<file path="config.mk">
export PLATFORM = sky130hd
export DESIGN_NAME = flash_erase_ctrl
export DESIGN_NICKNAME = d
export VERILOG_FILES = /design/src/flash_erase_pkg.sv /design/src/flash_bus_cycle.sv /design/src/flash_erase_ctrl.sv
export SDC_FILE = /design/constraint.sdc
export NUM_CORES = 1
export LEC_CHECK = 0
export BUFFER_PORTS_ARGS = -buffer_cell sky130_fd_sc_hd__buf_2
export CORE_ASPECT_RATIO = 0.5
export CORE_MARGIN = 5
export CORE_UTILIZATION = 44
export DETAILED_ROUTE_END_ITERATION = 16
export GPL_TIMING_DRIVEN = 0
export SETUP_SLACK_MARGIN = 0.05
export SYNTH_ARGS = -nofsm -noshare
export SYNTH_HDL_FRONTEND = slang
export SYNTH_SLANG_ARGS = --single-unit
export TNS_END_PERCENT = 10
</file>
<file path="constraint.sdc">
create_clock -name clk_sys_i -period 7.62 [get_ports clk_sys_i]
set_input_delay 0.762 -clock clk_sys_i [delete_from_list [all_inputs] [get_ports clk_sys_i]]
set_output_delay 0.762 -clock clk_sys_i [all_outputs]
set_load 0.005 [all_outputs]
</file>
<file path="src/flash_erase_pkg.sv">
/*
 * Shared constants for the NOR flash erase controller: register map,
 * command words, unlock addresses and timing counts.
 * Assumes a 10 MHz system clock and a 16-bit word-wide flash bus.
 */
package flash_erase_pkg;

  localparam int unsigned CLK_HZ = 10_000_000;
  localparam int unsigned WIN_US = 50;
  localparam int unsigned WIN_CYC = (WIN_US * (CLK_HZ / 1_000_000));
  // Strobe phase lengths in system cycles (100 ns each).
  localparam logic [3:0] PHASE_CYC = 4'h2;

  localparam logic [23:0] UNLOCK_ADDR_A = 24'h000555;
  localparam logic [23:0] UNLOCK_ADDR_B = 24'h0002AA;
  localparam logic [15:0] UNLOCK_DATA_A = 16'h00AA;
  localparam logic [15:0] UNLOCK_DATA_B = 16'h0055;
  localparam logic [15:0] SETUP_DATA = 16'h0080;
  localparam logic [15:0] SECTOR_ERASE_DATA = 16'h0030;
  localparam logic [15:0] CHIP_ERASE_DATA = 16'h0010;
  localparam logic [15:0] SUSPEND_DATA = 16'h00B0;
  localparam logic [15:0] ERASED_WORD = 16'hFFFF;

  // Register byte offsets.
  localparam logic [7:0] CTRL_OFS = 8'h00;
  localparam logic [7:0] ADDR_OFS = 8'h04;
  localparam logic [7:0] STATUS_OFS = 8'h08;
  localparam logic [7:0] RDATA_OFS = 8'h0C;

  // Control register field positions.
  localparam int unsigned CTRL_GO_BIT = 0;
  localparam int unsigned CTRL_CHIP_BIT = 1;
  localparam int unsigned CTRL_EXTRA_BIT = 2;
  localparam int unsigned CTRL_SUSP_BIT = 3;
  localparam int unsigned CTRL_RST_BIT = 4;

  // Flash status bit positions.
  localparam int unsigned POLL_BIT = 7;
  localparam int unsigned TOGGLE_BIT = 6;
  localparam int unsigned TIMER_BIT = 3;
  localparam int unsigned STOGGLE_BIT = 2;

  localparam logic [1:0] RESP_OKAY = 2'h0;
  localparam logic [1:0] RESP_SLVERR = 2'h2;

endpackage

</file>
<file path="src/flash_bus_cycle.sv">
/*
 * One asynchronous flash bus cycle: a write strobe or a read strobe
 * with fixed setup, strobe and hold phases.
 * Address and data are registered at start_i, so the requester need not hold them until done_o.
 */
`timescale 1ns/100ps
`default_nettype none

module flash_bus_cycle (
  input wire logic clk_sys_i, // System clock.
  input wire logic arst_n_i, // Asynchronous reset, active low.
  input wire logic start_i, // One-cycle request.
  input wire logic write_i, // High for a write cycle.
  input wire logic [23:0] addr_i, // Word address.
  input wire logic [15:0] wdata_i, // Write data.
  input wire logic [15:0] dq_in_i, // Synchronised data pins.
  output logic [23:0] addr_o, // Address pins.
  output logic [15:0] dq_o, // Data pins driven.
  output logic dq_oe_n_o, // Data drive enable, low while driving.
  output logic ce_n_o, // Chip enable, active low.
  output logic we_n_o, // Write strobe, active low.
  output logic oe_n_o, // Read strobe, active low.
  output logic [15:0] rdata_o, // Captured read word.
  output logic done_o // One-cycle completion pulse.
);

  typedef enum logic [1:0] {
    CYC_IDLE = 2'b00,
    CYC_SETUP = 2'b01,
    CYC_STROBE = 2'b10,
    CYC_HOLD = 2'b11
  } cyc_state_type;

  typedef struct packed {
    cyc_state_type st;
    logic [3:0] cnt;
    logic wr;
    logic [23:0] addr;
    logic [15:0] dq;
    logic dq_oe_n;
    logic ce_n;
    logic we_n;
    logic oe_n;
    logic [15:0] rdata;
    logic done;
  } cyc_type;

  cyc_type cyc_r;
  cyc_type cyc_nxt;

  always_comb begin
    cyc_nxt = cyc_r;
    cyc_nxt.done = 1'b0;
    unique case (cyc_r.st)
      CYC_IDLE: begin
        if (start_i) begin
          cyc_nxt.st = CYC_SETUP;
          cyc_nxt.cnt = flash_erase_pkg::PHASE_CYC;
          cyc_nxt.wr = write_i;
          cyc_nxt.addr = addr_i;
          cyc_nxt.dq = wdata_i;
          cyc_nxt.dq_oe_n = ~write_i;
          cyc_nxt.ce_n = 1'b0;
        end
      end
      CYC_SETUP: begin
        cyc_nxt.cnt = cyc_r.cnt - 4'h1;
        if (cyc_r.cnt == 4'h1) begin
          cyc_nxt.st = CYC_STROBE;
          cyc_nxt.cnt = flash_erase_pkg::PHASE_CYC;
          cyc_nxt.we_n = ~cyc_r.wr;
          cyc_nxt.oe_n = cyc_r.wr;
        end
      end
      CYC_STROBE: begin
        cyc_nxt.cnt = cyc_r.cnt - 4'h1;
        if (cyc_r.cnt == 4'h1) begin
          cyc_nxt.st = CYC_HOLD;
          cyc_nxt.cnt = flash_erase_pkg::PHASE_CYC;
          cyc_nxt.we_n = 1'b1;
          cyc_nxt.oe_n = 1'b1;
        end
      end
      CYC_HOLD: begin
        cyc_nxt.cnt = cyc_r.cnt - 4'h1;
        if (cyc_r.cnt == 4'h1) begin
          cyc_nxt.st = CYC_IDLE;
          cyc_nxt.ce_n = 1'b1;
          cyc_nxt.dq_oe_n = 1'b1;
          cyc_nxt.done = 1'b1;
          // The pins reach dq_in_i two flops late, so this word is what
          // they showed while the read strobe was still low.
          cyc_nxt.rdata = dq_in_i;
        end
      end
    endcase
  end

  always_ff @(posedge clk_sys_i or negedge arst_n_i) begin
    if (!arst_n_i) begin
      cyc_r <= '{st: CYC_IDLE, cnt: 4'h0, wr: 1'b0, addr: 24'h000000,
                 dq: 16'h0000, dq_oe_n: 1'b1, ce_n: 1'b1, we_n: 1'b1,
                 oe_n: 1'b1, rdata: 16'h0000, done: 1'b0};
    end else begin
      cyc_r <= cyc_nxt;
    end
  end

  assign addr_o = cyc_r.addr;
  assign dq_o = cyc_r.dq;
  assign dq_oe_n_o = cyc_r.dq_oe_n;
  assign ce_n_o = cyc_r.ce_n;
  assign we_n_o = cyc_r.we_n;
  assign oe_n_o = cyc_r.oe_n;
  assign rdata_o = cyc_r.rdata;
  assign done_o = cyc_r.done;

endmodule

`default_nettype wire

</file>
<file path="src/flash_erase_ctrl.sv">
/*
 * Host-side erase controller for a parallel NOR flash. Software orders
 * sector or chip erases over AXI4-Lite; the block writes the six-cycle
 * sequences, adds further sectors inside the selection window, sends
 * suspend during sector erases, polls status until done and can pulse the flash reset.
 * Assumes a word-wide flash whose status reads follow the toggle scheme.
 */
// Local design decisions: register access over AXI4-Lite and the address map.
`timescale 1ns/100ps
`default_nettype none

module flash_erase_ctrl (
  input wire logic clk_sys_i, // System clock, 10 MHz.
  input wire logic arst_n_i, // Asynchronous reset, active low.
  input wire logic [7:0] s_axi_awaddr, // Write address.
  input wire logic s_axi_awvalid, // Write address valid.
  output logic s_axi_awready, // Write address ready.
  input wire logic [31:0] s_axi_wdata, // Write data.
  input wire logic [3:0] s_axi_wstrb, // Write strobes.
  input wire logic s_axi_wvalid, // Write data valid.
  output logic s_axi_wready, // Write data ready.
  output logic [1:0] s_axi_bresp, // Write response.
  output logic s_axi_bvalid, // Write response valid.
  input wire logic s_axi_bready, // Write response ready.
  input wire logic [7:0] s_axi_araddr, // Read address.
  input wire logic s_axi_arvalid, // Read address valid.
  output logic s_axi_arready, // Read address ready.
  output logic [31:0] s_axi_rdata, // Read data.
  output logic [1:0] s_axi_rresp, // Read response.
  output logic s_axi_rvalid, // Read data valid.
  input wire logic s_axi_rready, // Read data ready.
  output logic [23:0] flash_addr_o, // Flash word address.
  input wire logic [15:0] flash_dq_i, // Flash data pins in.
  output logic [15:0] flash_dq_o, // Flash data pins out.
  output logic flash_dq_oe_n_o, // Data drive enable, low while driving.
  output logic flash_ce_n_o, // Flash chip enable, active low.
  output logic flash_we_n_o, // Flash write strobe, active low.
  output logic flash_oe_n_o, // Flash read strobe, active low.
  output logic flash_reset_n_o // Flash hardware reset, active low.
);

  typedef enum logic [3:0] {
    ST_IDLE = 4'b0000,
    ST_SEQ = 4'b0001,
    ST_WIN = 4'b0010,
    ST_POLL_A = 4'b0011,
    ST_POLL_B = 4'b0100,
    ST_SUSP = 4'b0101,
    ST_RST = 4'b0110,
    ST_VERIFY = 4'b0111
  } ctl_state_type;

  typedef struct packed {
    ctl_state_type st;
    logic [2:0] step;
    logic chip;
    logic [23:0] addr;
    logic [15:0] win_cnt;
    logic win_open;
    logic busy;
    logic done;
    logic refused;
    logic suspended;
    logic fail;
    logic timer_flag;
    logic [15:0] last_read;
    logic [15:0] prev_read;
    logic go_pend;
    logic extra_pend;
    logic susp_pend;
    logic rst_pend;
    logic start;
    logic wr;
    logic [23:0] cyc_addr;
    logic [15:0] cyc_data;
    logic flash_rst_n;
    logic [3:0] rst_cnt;
    logic awready;
    logic wready;
    logic bvalid;
    logic arready;
    logic rvalid;
    logic [31:0] rdata;
    logic [1:0] rresp;
    logic [1:0] bresp;
  } ctl_type;

  localparam logic [15:0] WIN_COUNT = 16'(flash_erase_pkg::WIN_CYC);
  // Extra selects stop this many cycles before the count ends, because the
  // count starts late and a new write strobes several cycles after start.
  localparam logic [15:0] WIN_MARGIN = 16'(4 * flash_erase_pkg::PHASE_CYC);

  ctl_type s_r;
  ctl_type s_nxt;
  logic [15:0] dq_meta_r;
  logic [15:0] dq_sync_r;
  logic [15:0] cyc_rdata;
  logic cyc_done;

  always_ff @(posedge clk_sys_i or negedge arst_n_i) begin
    if (!arst_n_i) begin
      dq_meta_r <= 16'h0000;
      dq_sync_r <= 16'h0000;
    end else begin
      dq_meta_r <= flash_dq_i;
      dq_sync_r <= dq_meta_r;
    end
  end

  flash_bus_cycle u_cycle (
    .clk_sys_i(clk_sys_i),
    .arst_n_i(arst_n_i),
    .start_i(s_r.start),
    .write_i(s_r.wr),
    .addr_i(s_r.cyc_addr),
    .wdata_i(s_r.cyc_data),
    .dq_in_i(dq_sync_r),
    .addr_o(flash_addr_o),
    .dq_o(flash_dq_o),
    .dq_oe_n_o(flash_dq_oe_n_o),
    .ce_n_o(flash_ce_n_o),
    .we_n_o(flash_we_n_o),
    .oe_n_o(flash_oe_n_o),
    .rdata_o(cyc_rdata),
    .done_o(cyc_done)
  );

  // Fixed unlock and setup steps 0..4; step 5 is the erase command.
  function automatic logic [39:0] seq_word(input logic [2:0] step);
    logic [39:0] w;
    w = 40'h0;
    unique case (step)
      3'h0: w = {flash_erase_pkg::UNLOCK_ADDR_A, flash_erase_pkg::UNLOCK_DATA_A};
      3'h1: w = {flash_erase_pkg::UNLOCK_ADDR_B, flash_erase_pkg::UNLOCK_DATA_B};
      3'h2: w = {flash_erase_pkg::UNLOCK_ADDR_A, flash_erase_pkg::SETUP_DATA};
      3'h3: w = {flash_erase_pkg::UNLOCK_ADDR_A, flash_erase_pkg::UNLOCK_DATA_A};
      default: w = {flash_erase_pkg::UNLOCK_ADDR_B, flash_erase_pkg::UNLOCK_DATA_B};
    endcase
    return w;
  endfunction

  ////////////////////////////////////////////////////////////////////////
  always_comb begin
    logic [15:0] diff;
    diff = 16'h0000;
    s_nxt = s_r;
    s_nxt.start = 1'b0;
    s_nxt.awready = 1'b0;
    s_nxt.wready = 1'b0;
    s_nxt.arready = 1'b0;
    // Register write: address and data taken together once both arrive.
    if (s_axi_awvalid && s_axi_wvalid && !s_r.bvalid && !s_r.awready) begin
      s_nxt.awready = 1'b1;
      s_nxt.wready = 1'b1;
      s_nxt.bvalid = 1'b1;
      s_nxt.bresp = flash_erase_pkg::RESP_OKAY;
      if (s_axi_awaddr == flash_erase_pkg::CTRL_OFS && s_axi_wstrb[0]) begin
        s_nxt.go_pend = s_r.go_pend | s_axi_wdata[flash_erase_pkg::CTRL_GO_BIT];
        s_nxt.extra_pend = s_r.extra_pend
                         | s_axi_wdata[flash_erase_pkg::CTRL_EXTRA_BIT];
        s_nxt.susp_pend = s_r.susp_pend
                        | s_axi_wdata[flash_erase_pkg::CTRL_SUSP_BIT];
        s_nxt.rst_pend = s_r.rst_pend | s_axi_wdata[flash_erase_pkg::CTRL_RST_BIT];
        if (s_axi_wdata[flash_erase_pkg::CTRL_GO_BIT] && !s_r.busy) begin
          s_nxt.chip = s_axi_wdata[flash_erase_pkg::CTRL_CHIP_BIT];
        end
      end else if (s_axi_awaddr == flash_erase_pkg::ADDR_OFS) begin
        s_nxt.addr = s_axi_wdata[23:0];
      end else begin
        s_nxt.bresp = flash_erase_pkg::RESP_SLVERR;
      end
    end
    if (s_r.bvalid && s_axi_bready) begin
      s_nxt.bvalid = 1'b0;
    end
    if (s_axi_arvalid && !s_r.rvalid && !s_r.arready) begin
      s_nxt.arready = 1'b1;
      s_nxt.rvalid = 1'b1;
      s_nxt.rresp = flash_erase_pkg::RESP_OKAY;
      unique case (s_axi_araddr)
        flash_erase_pkg::CTRL_OFS: s_nxt.rdata = {31'h0, s_r.chip};
        flash_erase_pkg::ADDR_OFS: s_nxt.rdata = {8'h00, s_r.addr};
        flash_erase_pkg::STATUS_OFS: s_nxt.rdata = {25'h0, s_r.timer_flag,
          s_r.fail, s_r.suspended, s_r.refused, s_r.win_open, s_r.done,
          s_r.busy};
        flash_erase_pkg::RDATA_OFS: s_nxt.rdata = {16'h0, s_r.last_read};
        default: begin
          s_nxt.rdata = 32'h0;
          s_nxt.rresp = flash_erase_pkg::RESP_SLVERR;
        end
      endcase
    end
    if (s_r.rvalid && s_axi_rready) begin
      s_nxt.rvalid = 1'b0;
    end
    if (s_r.win_open && s_r.win_cnt != 16'h0) begin
      s_nxt.win_cnt = s_r.win_cnt - 16'h1;
    end
    unique case (s_r.st)
      ST_IDLE: begin
        s_nxt.extra_pend = 1'b0;
        s_nxt.susp_pend = 1'b0;
        if (s_r.rst_pend) begin
          s_nxt.rst_pend = 1'b0;
          s_nxt.st = ST_RST;
          s_nxt.flash_rst_n = 1'b0;
          s_nxt.rst_cnt = 4'hF;
        end else if (s_r.go_pend) begin
          s_nxt.go_pend = 1'b0;
          s_nxt.busy = 1'b1;
          s_nxt.done = 1'b0;
          s_nxt.fail = 1'b0;
          s_nxt.refused = 1'b0;
          s_nxt.suspended = 1'b0;
          s_nxt.step = 3'h0;
          s_nxt.st = ST_SEQ;
          s_nxt.start = 1'b1;
          s_nxt.wr = 1'b1;
          {s_nxt.cyc_addr, s_nxt.cyc_data} = seq_word(3'h0);
        end
      end
      ST_SEQ: begin
        if (cyc_done) begin
          if (s_r.step == 3'h5) begin
            // Window count starts once the sixth strobe has risen.
            s_nxt.win_open = ~s_r.chip;
            s_nxt.win_cnt = WIN_COUNT;
            s_nxt.st = s_r.chip ? ST_POLL_A : ST_WIN;
          end else begin
            s_nxt.step = s_r.step + 3'h1;
            s_nxt.start = 1'b1;
            if (s_r.step == 3'h4 && s_r.chip) begin
              s_nxt.cyc_addr = flash_erase_pkg::UNLOCK_ADDR_A;
              s_nxt.cyc_data = flash_erase_pkg::CHIP_ERASE_DATA;
            end else if (s_r.step == 3'h4) begin
              s_nxt.cyc_addr = s_r.addr;
              s_nxt.cyc_data = flash_erase_pkg::SECTOR_ERASE_DATA;
            end else begin
              {s_nxt.cyc_addr, s_nxt.cyc_data} = seq_word(s_r.step + 3'h1);
            end
          end
        end
      end
      ST_WIN: begin
        // Only sector selects and suspend are ever written here.
        if (s_r.susp_pend) begin
          s_nxt.susp_pend = 1'b0;
          s_nxt.win_open = 1'b0;
          s_nxt.start = 1'b1;
          s_nxt.cyc_addr = s_r.addr;
          s_nxt.cyc_data = flash_erase_pkg::SUSPEND_DATA;
          s_nxt.st = ST_SUSP;
        end else if (s_r.extra_pend && s_r.win_cnt > WIN_MARGIN) begin
          s_nxt.extra_pend = 1'b0;
          s_nxt.start = 1'b1;
          s_nxt.cyc_addr = s_r.addr;
          s_nxt.cyc_data = flash_erase_pkg::SECTOR_ERASE_DATA;
          s_nxt.st = ST_SEQ;
          s_nxt.step = 3'h5;
        end else if (s_r.win_cnt == 16'h0) begin
          // A late select is refused rather than hoped for.
          s_nxt.refused = s_r.extra_pend;
          s_nxt.extra_pend = 1'b0;
          s_nxt.win_open = 1'b0;
          s_nxt.st = ST_POLL_A;
        end
      end
      ST_POLL_A, ST_POLL_B: begin
        if (s_r.extra_pend) begin
          s_nxt.extra_pend = 1'b0;
          s_nxt.refused = 1'b1;
        end
        if (s_r.rst_pend) begin
          s_nxt.rst_pend = 1'b0;
          s_nxt.busy = 1'b0;
          s_nxt.fail = 1'b1;
          s_nxt.st = ST_RST;
          s_nxt.flash_rst_n = 1'b0;
          s_nxt.rst_cnt = 4'hF;
        end else if (s_r.susp_pend && !s_r.chip && s_r.st == ST_POLL_A) begin
          s_nxt.susp_pend = 1'b0;
          s_nxt.start = 1'b1;
          s_nxt.wr = 1'b1;
          s_nxt.cyc_addr = s_r.addr;
          s_nxt.cyc_data = flash_erase_pkg::SUSPEND_DATA;
          s_nxt.st = ST_SUSP;
        end else if (s_r.st == ST_POLL_A) begin
          s_nxt.susp_pend = 1'b0;
          s_nxt.start = 1'b1;
          s_nxt.wr = 1'b0;
          s_nxt.cyc_addr = s_r.addr;
          s_nxt.st = ST_POLL_B;
        end else if (cyc_done) begin
          // Status reads in the erasing sector; toggling means busy.
          diff = cyc_rdata ^ s_r.prev_read;
          s_nxt.prev_read = cyc_rdata;
          s_nxt.last_read = cyc_rdata;
          s_nxt.timer_flag = cyc_rdata[flash_erase_pkg::TIMER_BIT];
          if (!diff[flash_erase_pkg::TOGGLE_BIT]
              && !diff[flash_erase_pkg::STOGGLE_BIT]
              && cyc_rdata == flash_erase_pkg::ERASED_WORD) begin
            s_nxt.st = ST_VERIFY;
          end else begin
            s_nxt.st = ST_POLL_A;
          end
        end
      end
      ST_VERIFY: begin
        // An all-ones read with both toggle bits unchanged from the last read means array data is back.
        s_nxt.busy = 1'b0;
        s_nxt.done = 1'b1;
        s_nxt.st = ST_IDLE;
      end
      ST_SUSP: begin
        if (cyc_done) begin
          s_nxt.suspended = 1'b1;
          s_nxt.busy = 1'b0;
          s_nxt.st = ST_IDLE;
        end
      end
      ST_RST: begin
        s_nxt.rst_cnt = s_r.rst_cnt - 4'h1;
        s_nxt.win_open = 1'b0;
        if (s_r.rst_cnt == 4'h0) begin
          s_nxt.flash_rst_n = 1'b1;
          s_nxt.busy = 1'b0;
          s_nxt.st = ST_IDLE;
        end
      end
      default: s_nxt.st = ST_IDLE;
    endcase
  end

  always_ff @(posedge clk_sys_i or negedge arst_n_i) begin
    if (!arst_n_i) begin
      s_r <= '0;
      s_r.st <= ST_IDLE;
      s_r.flash_rst_n <= 1'b1;
    end else begin
      s_r <= s_nxt;
    end
  end

  assign s_axi_awready = s_r.awready;
  assign s_axi_wready = s_r.wready;
  assign s_axi_bvalid = s_r.bvalid;
  assign s_axi_bresp = s_r.bresp;
  assign s_axi_arready = s_r.arready;
  assign s_axi_rvalid = s_r.rvalid;
  assign s_axi_rdata = s_r.rdata;
  assign s_axi_rresp = s_r.rresp;
  assign flash_reset_n_o = s_r.flash_rst_n;

endmodule

`default_nettype wire

</file>
==> results by group, run 1 <==
Clock tree
  – Post-CTS setup buffer count: 0
  – Number of buffers created by CTS: 22
  – Clock sink total: 228
  – Reg clk slew, reported paths: 0.06 ns
  – CTS tree: done
  – Worst-Skew Late Latency: about 0.51 ns
  – H-tree levels: 1
  – Clock tree buffer depth: 3
  – CTS Root Buffer Type: clkbuf_16
  – Number of resized instances in the post-cts repair step: 0
  – Number of buffers added to fix hold violations after cts: 0

Timing
  – Total Neg Setup Slack: 0 ns
  – Worst Clk Skew: between 0.01 and 0.015 ns
  – Max-slew violation total from the final report: 0
  – Number of endpoints with negative hold slack in the final report: 0
  – RSZ-0062 raised after global routing: false
  – Highest achievable clock rate: 327 MHz
  – Final setup violating endpoints: 0
  – Post-route minimum period: 3.06 ns
  – Portion of the clock cycle consumed by the worst path in the final layout: 0.402
  – Transition time at the pin with the least slew margin: 1.25 ns
  – Slew HR: 0.160
  – Tightest hold margin: 0.163 ns

Drt
  – Overall routed net length: ~24000 um
  – Routed vias/inst: 5.09
  – Drc violations: 0
  – Average wire length per cell after detail routing: 17.1 um
  – Pre-Repair DR Iteration Count: 5
  – Drt initial violations: 579
  – DRT antenna net count: 0
  – Vias: 7277

Placed design
  – Total half-perimeter wirelength after legalization and detailed placement: 17700 um
  – # placed instances: between 1000 and 1500
  – Routability-driven placement congestion ratio: roughly 0.87
  – Number of buffers added on ports: around 130
  – Placed cell area: 0.0115 mm2

Synthesis
  – Sequential-to-total area share from yosys stat: 0.554
  – Share of synthesized flip-flops with an asynchronous set or reset: 1.00
  – Top cells by area in the synthesized netlist: dfrtp_1 54%, mux2_2 7.9%, buf_4 5.6%, nand2_1 4.4%, mux2i_1 3.3%
  – Number of different library cells in the post-synthesis netlist: 66
  – Count of mapped cells out of synthesis: 935
  – Number of storage elements in the synthesis netlist: roughly 230
  – Summed instance area of the synthesized netlist: ~0.010 mm2
  – Predominant post-synthesis flop cell: dfrtp_1
  – Number of enable-type register cells in the synthesized netlist: 0
  – Mapped Avg Cell Area: 11.0 um2
  – Post-synth top area share: 0.541
  – Synthesis Warnings: 0
  – Post-synth top area cell: dfrtp_1

Setup path
  – Endpoint class of the critical path: flop
  – Category of the worst setup path launch point: flop
  – Reg2reg start: s_r[172]
  – Worst setup path start: s_r[172]
  – Endpoint required time on the critical path: 8.04 ns
  – Data arrival time of the critical path: 3.48 ns
  – Worst Setup Path Type: reg -> reg
  – Highest net fanout along the worst path: 10
  – Worst R2R Setup Slack: 4.56 ns

Pwr
  – Power per unit of standard cell area: 280 mW/mm2
  – Total leakage power: 0.00607 uW
  – Maximum ir drop on the vdd rail: between 0.0001 and 0.00015 V
  – Total power after layout: 3410 uW

Cells and area
  – Leading cell type in the layout, fill and taps excluded: dfrtp_1
  – Summed area of non-filler cells in the final layout: roughly 0.012 mm2
  – Final Net Count: approximately 1200
  – Inserted Diodes: 0
  – Layout-stage area growth over the synthesis result: 18.2%
  – Share of cells above drive strength 1: 0.301
  – Non-filler instance count after layout: 1429
  – Most used cells in the layout excluding fill and tap cells: 223 x dfrtp_1, 133 x buf_2, 122 x nand2_1

Hold path
  – Worst min path class: in -> async

GRT
  – First-pass GRT wire length: around 39000 um
  – Number of antenna violations at the first check in global routing: 1
  – Overflow left after global routing: 0
  – Vias in the first global route: 7207
  – Combined global-route utilization of all metal layers: 0.182
  – Pin count of the biggest net entering global routing: 101

Die
  – Die Area: 0.0268 mm2
  – Number of top-level pins: 161
  – Effective utilization at floorplan: 0.450
  – Floorplan row count: 39
  – Vert. Die Dim: 118 um
  – Area of the core region: 0.0229 mm2
  – Die boundary width: approximately 230 um

Flow run
  – Reported max-cap violation count: 0

Status
  – Outcome: completed
-- logic make-up (layout without fill, tap and decap cells) --
logic type,after synthesis,after routing,share of synthesized area
buffers and inverters,156,326,0.0877
XOR/XNOR,18,18,0.0153
adder cells (fa/ha/maj),11,11,0.0131
AND/OR/NAND/NOR,250,250,0.113
other,1,18,0.000364
flip-flops,228,228,0.554
AO/OA/AOI/OAI,164,164,0.103
multiplexers,107,107,0.114
-- metrics by stage --
step | util | worst slack (ns)
floorplan | - | 5.18
CTS | 0.531 | 4.56
global placement | 0.497 | 1.89
finish | 0.531 | 4.56
global route | 0.531 | 4.31
detailed placement | 0.500 | 4.57
-- path summary, 6_finish.rpt --
kind,cells after the start,to
setup / recovery,8,s_r[78]
hold / removal,1,dq_meta_r[14]
setup reg to reg,8,s_r[78]
hold reg to reg,0,dq_sync_r[8]
max in group asynchronous,3,u_cycle.cyc_r[67]
min in group clk_sys_i,0,dq_sync_r[8]
-- registers in the layout, summed over array words and instances (netlist names), 5 cells and up --
signal	cells
u_cycle.rdata_o	16
u_cycle.addr_o	24
dq_sync_r	16
dq_meta_r	16
s_axi_rdata	24
u_cycle.dq_o	5
s_r	108
u_cycle.cyc_r	7
-- cell usage after synthesis (10+ instances only) --
library cell and n:
mux2i_1 34, buf_4 77, dfrtp_1 223, nand3_1 10, a22o_1 12, ha_1 10, nor2_1 53, o21ai_0 55
clkbuf_1 35, xor2_1 12, mux2_2 72, nand2_1 122, a21oi_1 38, inv_1 33
-- area by class of cell --
class,count,area [um2]
Clock buffer,34,657
Fill cell,2068,10700
Timing Repair Buffer,131,711
Sequential cell,228,5710
Tap cell,307,384
Inverter,34,128
Multi-Input combinational cell,568,3760
Buffer,122,777
Clock inverter,5,61.3
-- layer usage --
| metal | up-vias | share of wire | global-route usage |
|---|---|---|---|
| met1 | 3617 | 0.48 | 0.273 |
| li1 | 3468 | - | - |
| met5 | - | 0 | 0 |
| met3 | 26 | 0.048 | 0.0377 |
| met2 | 166 | 0.46 | 0.282 |
| met4 | 0 | 0.012 | 0.0293 |
-- worst max-delay path: stages, from the launching register on --
cell,delay [ns]
dfrtp_1,0.45
inv_1,0.12
ha_1,0.19
nand2_1,0.12
o31a_1,0.28
a311oi_1,0.99
clkbuf_1,0.53
nand2_1,0.11
mux2i_1,0.18
-- power breakdown --
part	switching [uW]	internal (uW)
clock network	462	630
logic	489	357
registers	110	1360
total	1060	2350
Note: power is estimated with default switching activity, not from simulation.
==> run 2, diff against run 1 <==
PLACE_DENSITY = 0.67   (was unset)
clock period = 2.5 ns   (was 7.62 ns; I/O delays follow)
==> results by group, run 2 (synthesized netlist as in run 1, its figures left out) <==
Setup path
  – Worst Setup Path Type: reg -> reg (unchanged)
  – Top cell family by delay on the critical path: simple AND/OR/NAND/NOR gates (was compound AO/OA/AOI/OAI gates)
  – Endpoint required time on the critical path: 2.89 ns (was 8.04 ns)
  – Cell-by-cell trace of the critical path: nor4bb_1 -> clkbuf_1 -> nand4_1 -> clkbuf_1 -> mux2_2 (was inv_1 -> ha_1 -> nand2_1 -> o31a_1 -> a311oi_1 -> clkbuf_1 -> nand2_1 -> mux2i_1)
  – Endpoint class of the critical path: flop (unchanged)
  – Cell with the largest stage delay on the worst path: clkbuf_1 (was a311oi_1)
  – Worst path bufs/invs: 2 (unchanged)
  – Peak per-stage delay on the critical path: 0.51 ns (was 0.99 ns)
  – Data arrival time of the critical path: 2.84 ns (was 3.48 ns)
  – Category of the worst setup path launch point: flop (unchanged)
  – Dominant cell type by count on the critical path: clkbuf_1 (was nand2_1)
  – Highest net fanout along the worst path: 10 (unchanged)

Drt
  – Drt initial violations: 514 (was 579)
  – DRT antenna net count: 0 (unchanged)
  – Overall routed net length: 25200 um (was 24400 um)
  – Routed vias/inst: 5.09 (about the same)
  – Top routing layer used: met4 (unchanged)
  – Vias: 7509 (was 7277)
  – Pre-Repair DR Iteration Count: 5 (unchanged)
  – Wire length on met3: 1020 um (was 1180 um)
  – Met2 Routed Length: 12000 um (was 11200 um)
  – Drc violations: 0 (unchanged)
  – Average wire length per cell after detail routing: 17.1 um (about the same)
  – Sum of routed wire segments on met1: 11800 um (was 11700 um)

Die
  – Die boundary width: 226 um (unchanged)
  – Floorplan row count: 39 (unchanged)
  – Die Area: 0.0268 mm2 (unchanged)
  – Number of top-level pins: 161 (unchanged)
  – Vert. Die Dim: 118 um (unchanged)
  – Area of the core region: 0.0229 mm2 (unchanged)
  – Effective utilization at floorplan: 0.450 (unchanged)

Clock tree
  – Clock sink total: 228 (unchanged)
  – Number of buffers created by CTS: 22 (unchanged)
  – Worst-Skew Late Latency: 0.51 ns (about the same)
  – Reg clk slew, reported paths: 0.07 ns (was 0.06 ns)
  – Clock tree buffer depth: 3 (unchanged)
  – H-tree levels: 1 (unchanged)
  – CTS Root Buffer Type: clkbuf_16 (unchanged)
  – CTS tree: done (unchanged)

Cells and area
  – Final Net Count: 1237 (was 1192)
  – Layout-stage area growth over the synthesis result: 23.7% (was 18.2%)
  – Most flops, register: s_r (unchanged)
  – Max reg flops: 108 (unchanged)
  – Share of cells above drive strength 1: 0.314 (was 0.301)
  – Leading cell type in the layout, fill and taps excluded: dfrtp_1 (unchanged)
  – Inserted Diodes: 0 (unchanged)
  – Most used cells in the layout excluding fill and tap cells: 223 x dfrtp_1, 132 x buf_2, 122 x nand2_1 (was 223 x dfrtp_1, 133 x buf_2, 122 x nand2_1)

Pwr
  – Clock network power share: 0.326 (was 0.320)
  – Power per unit of standard cell area: 845 mW/mm2 (was 280 mW/mm2)
  – Net switching component of the power: 3280 uW (was 1060 uW)
  – Total leakage power: 0.00634 uW (was 0.00607 uW)
  – Proportion of power drawn by combinational gates: 0.257 (was 0.248)
  – Maximum ir drop on the vdd rail: 0.000470 V (was 0.000121 V)
  – Internal power component: 7480 uW (was 2350 uW)
  – Sw frac: 0.305 (was 0.311)
  – Total power after layout: 10800 uW (was 3410 uW)
  – Sequential power share: 0.417 (was 0.432)

GRT
  – Number of antenna violations at the first check in global routing: 0 (was 1)
  – Overflow left after global routing: 0 (unchanged)
  – Vias in the first global route: 7620 (was 7207)
  – First-pass GRT wire length: 40900 um (was 39400 um)
  – Combined global-route utilization of all metal layers: 0.187 (was 0.182)
  – Pin count of the biggest net entering global routing: 128 (was 101)

Timing
  – Worst Clk Skew: 0.00909 ns (was 0.0128 ns)
  – Highest achievable clock rate: 409 MHz (was 327 MHz)
  – Max-slew violation total from the final report: 0 (unchanged)
  – Number of endpoints with negative hold slack in the final report: 0 (unchanged)
  – Slew HR: 0.480 (was 0.160)
  – Final setup violating endpoints: 0 (unchanged)
  – Worst setup slack after layout: 0.0533 ns (was 4.56 ns)
  – Portion of the clock cycle consumed by the worst path in the final layout: 0.979 (was 0.402)
  – Post-route minimum period: 2.45 ns (was 3.06 ns)
  – RSZ-0062 raised after global routing: true (was false)
  – Transition time at the pin with the least slew margin: 0.780 ns (was 1.25 ns)

Placed design
  – Routability-driven placement congestion ratio: 0.896 (was 0.870)
  – Pre-CTS WS: -0.557 ns (was 4.57 ns)
  – Number of buffers added on ports: 129 (unchanged)
  – Total half-perimeter wirelength after legalization and detailed placement: 17700 um (about the same)

Hold path
  – Worst min path class: in -> reg (was in -> async)

Flow run
  – Reported max-cap violation count: 0 (unchanged)

Status
  – Outcome: completed (unchanged)
## run 2: cell count changes in the layout (fill, tap and decap cells not counted), moves of 3 or more
cell	change
buf_4	+8
clkbuf_1	-11
clkbuf_2	+5
clkbuf_8	+4
dlygate4sd3_1	+39
mux2_2	-5
mux2_4	+5
or4_1	-3
or4_4	+3
## run 2: power by group through the flow
| stage | combinational, uW | sequential, uW | clock, uW |
|---|---|---|---|
| after global placement | 2510 | 4520 | 0 |
| final | 2770 | 4490 | 3510 |
| after detailed placement | 2580 | 4550 | 0 |
| after global routing | 3040 | 4540 | 3740 |
| after CTS | 2750 | 4480 | 3580 |
| after floorplan | 1810 | 4450 | 0 |
## run 2: area by class of cell
type	count	area [um2]
fill	1984	10200
sequential	228	5710
multi-input combinational	568	3820
timing repair buffer	177	1140
buffer	121	790
clock buffer	34	697
tap	307	384
inverter	34	128
clock inverter	5	77.6
## run 2: worst register-to-register path, cell delays in order, from the launching register on
cell,delay (ns)
dfrtp_1,0.41
nor4bb_1,0.29
clkbuf_1,0.23
nand4_1,0.49
clkbuf_1,0.51
mux2_2,0.40
## run 2: per-stage QoR
stage | TNS, ns | hold slack (ns) | cells | cell area [um2] | utilization
2_1_floorplan | 0 | -0.0456 | 952 | 10400 | -
3_3_place_gp | -604.57 | 0.334 | 1388 | 11400 | 0.497
3_5_place_dp | -8.89 | 0.335 | 1389 | 11400 | 0.499
4_1_cts | 0 | 0.00399 | 1472 | 12700 | 0.555
5_1_grt | -0.600 | 0.000487 | 1474 | 12700 | 0.556
6_report | 0 | 0.0185 | 1474 | 12700 | 0.556
## run 2: final timing paths
path,endpoint,cells after the start,startpoint,slack [ns]
setup / recovery,s_r[165],5,s_axi_bvalid,0.05
hold / removal,s_r[152],2,s_axi_wdata[5],0.02
setup reg to reg,s_r[165],5,s_axi_bvalid,0.05
hold reg to reg,dq_sync_r[4],0,dq_meta_r[4],0.35
max in group asynchronous,s_r[167],3,arst_n_i,1.07
min in group asynchronous,dq_meta_r[9],2,arst_n_i,0.36
## run 2: repair_timing
item | in CTS | in global routing
hold buffers | 39 | 0
resized for setup | 22 | 13
pin swaps | 4 | 6
setup buffers | 5 | 3
endpoints found under the hold margin | 140 | 0
setup endpoints to repair | 65 | 69
## run 2: per-layer routing
layer / vias to the layer above / global-route usage
met3: 35 / 0.0312
met4: 0 / 0.0409
li1: 3554 / -
met5: - / 0
met2: 155 / 0.302
met1: 3765 / 0.268
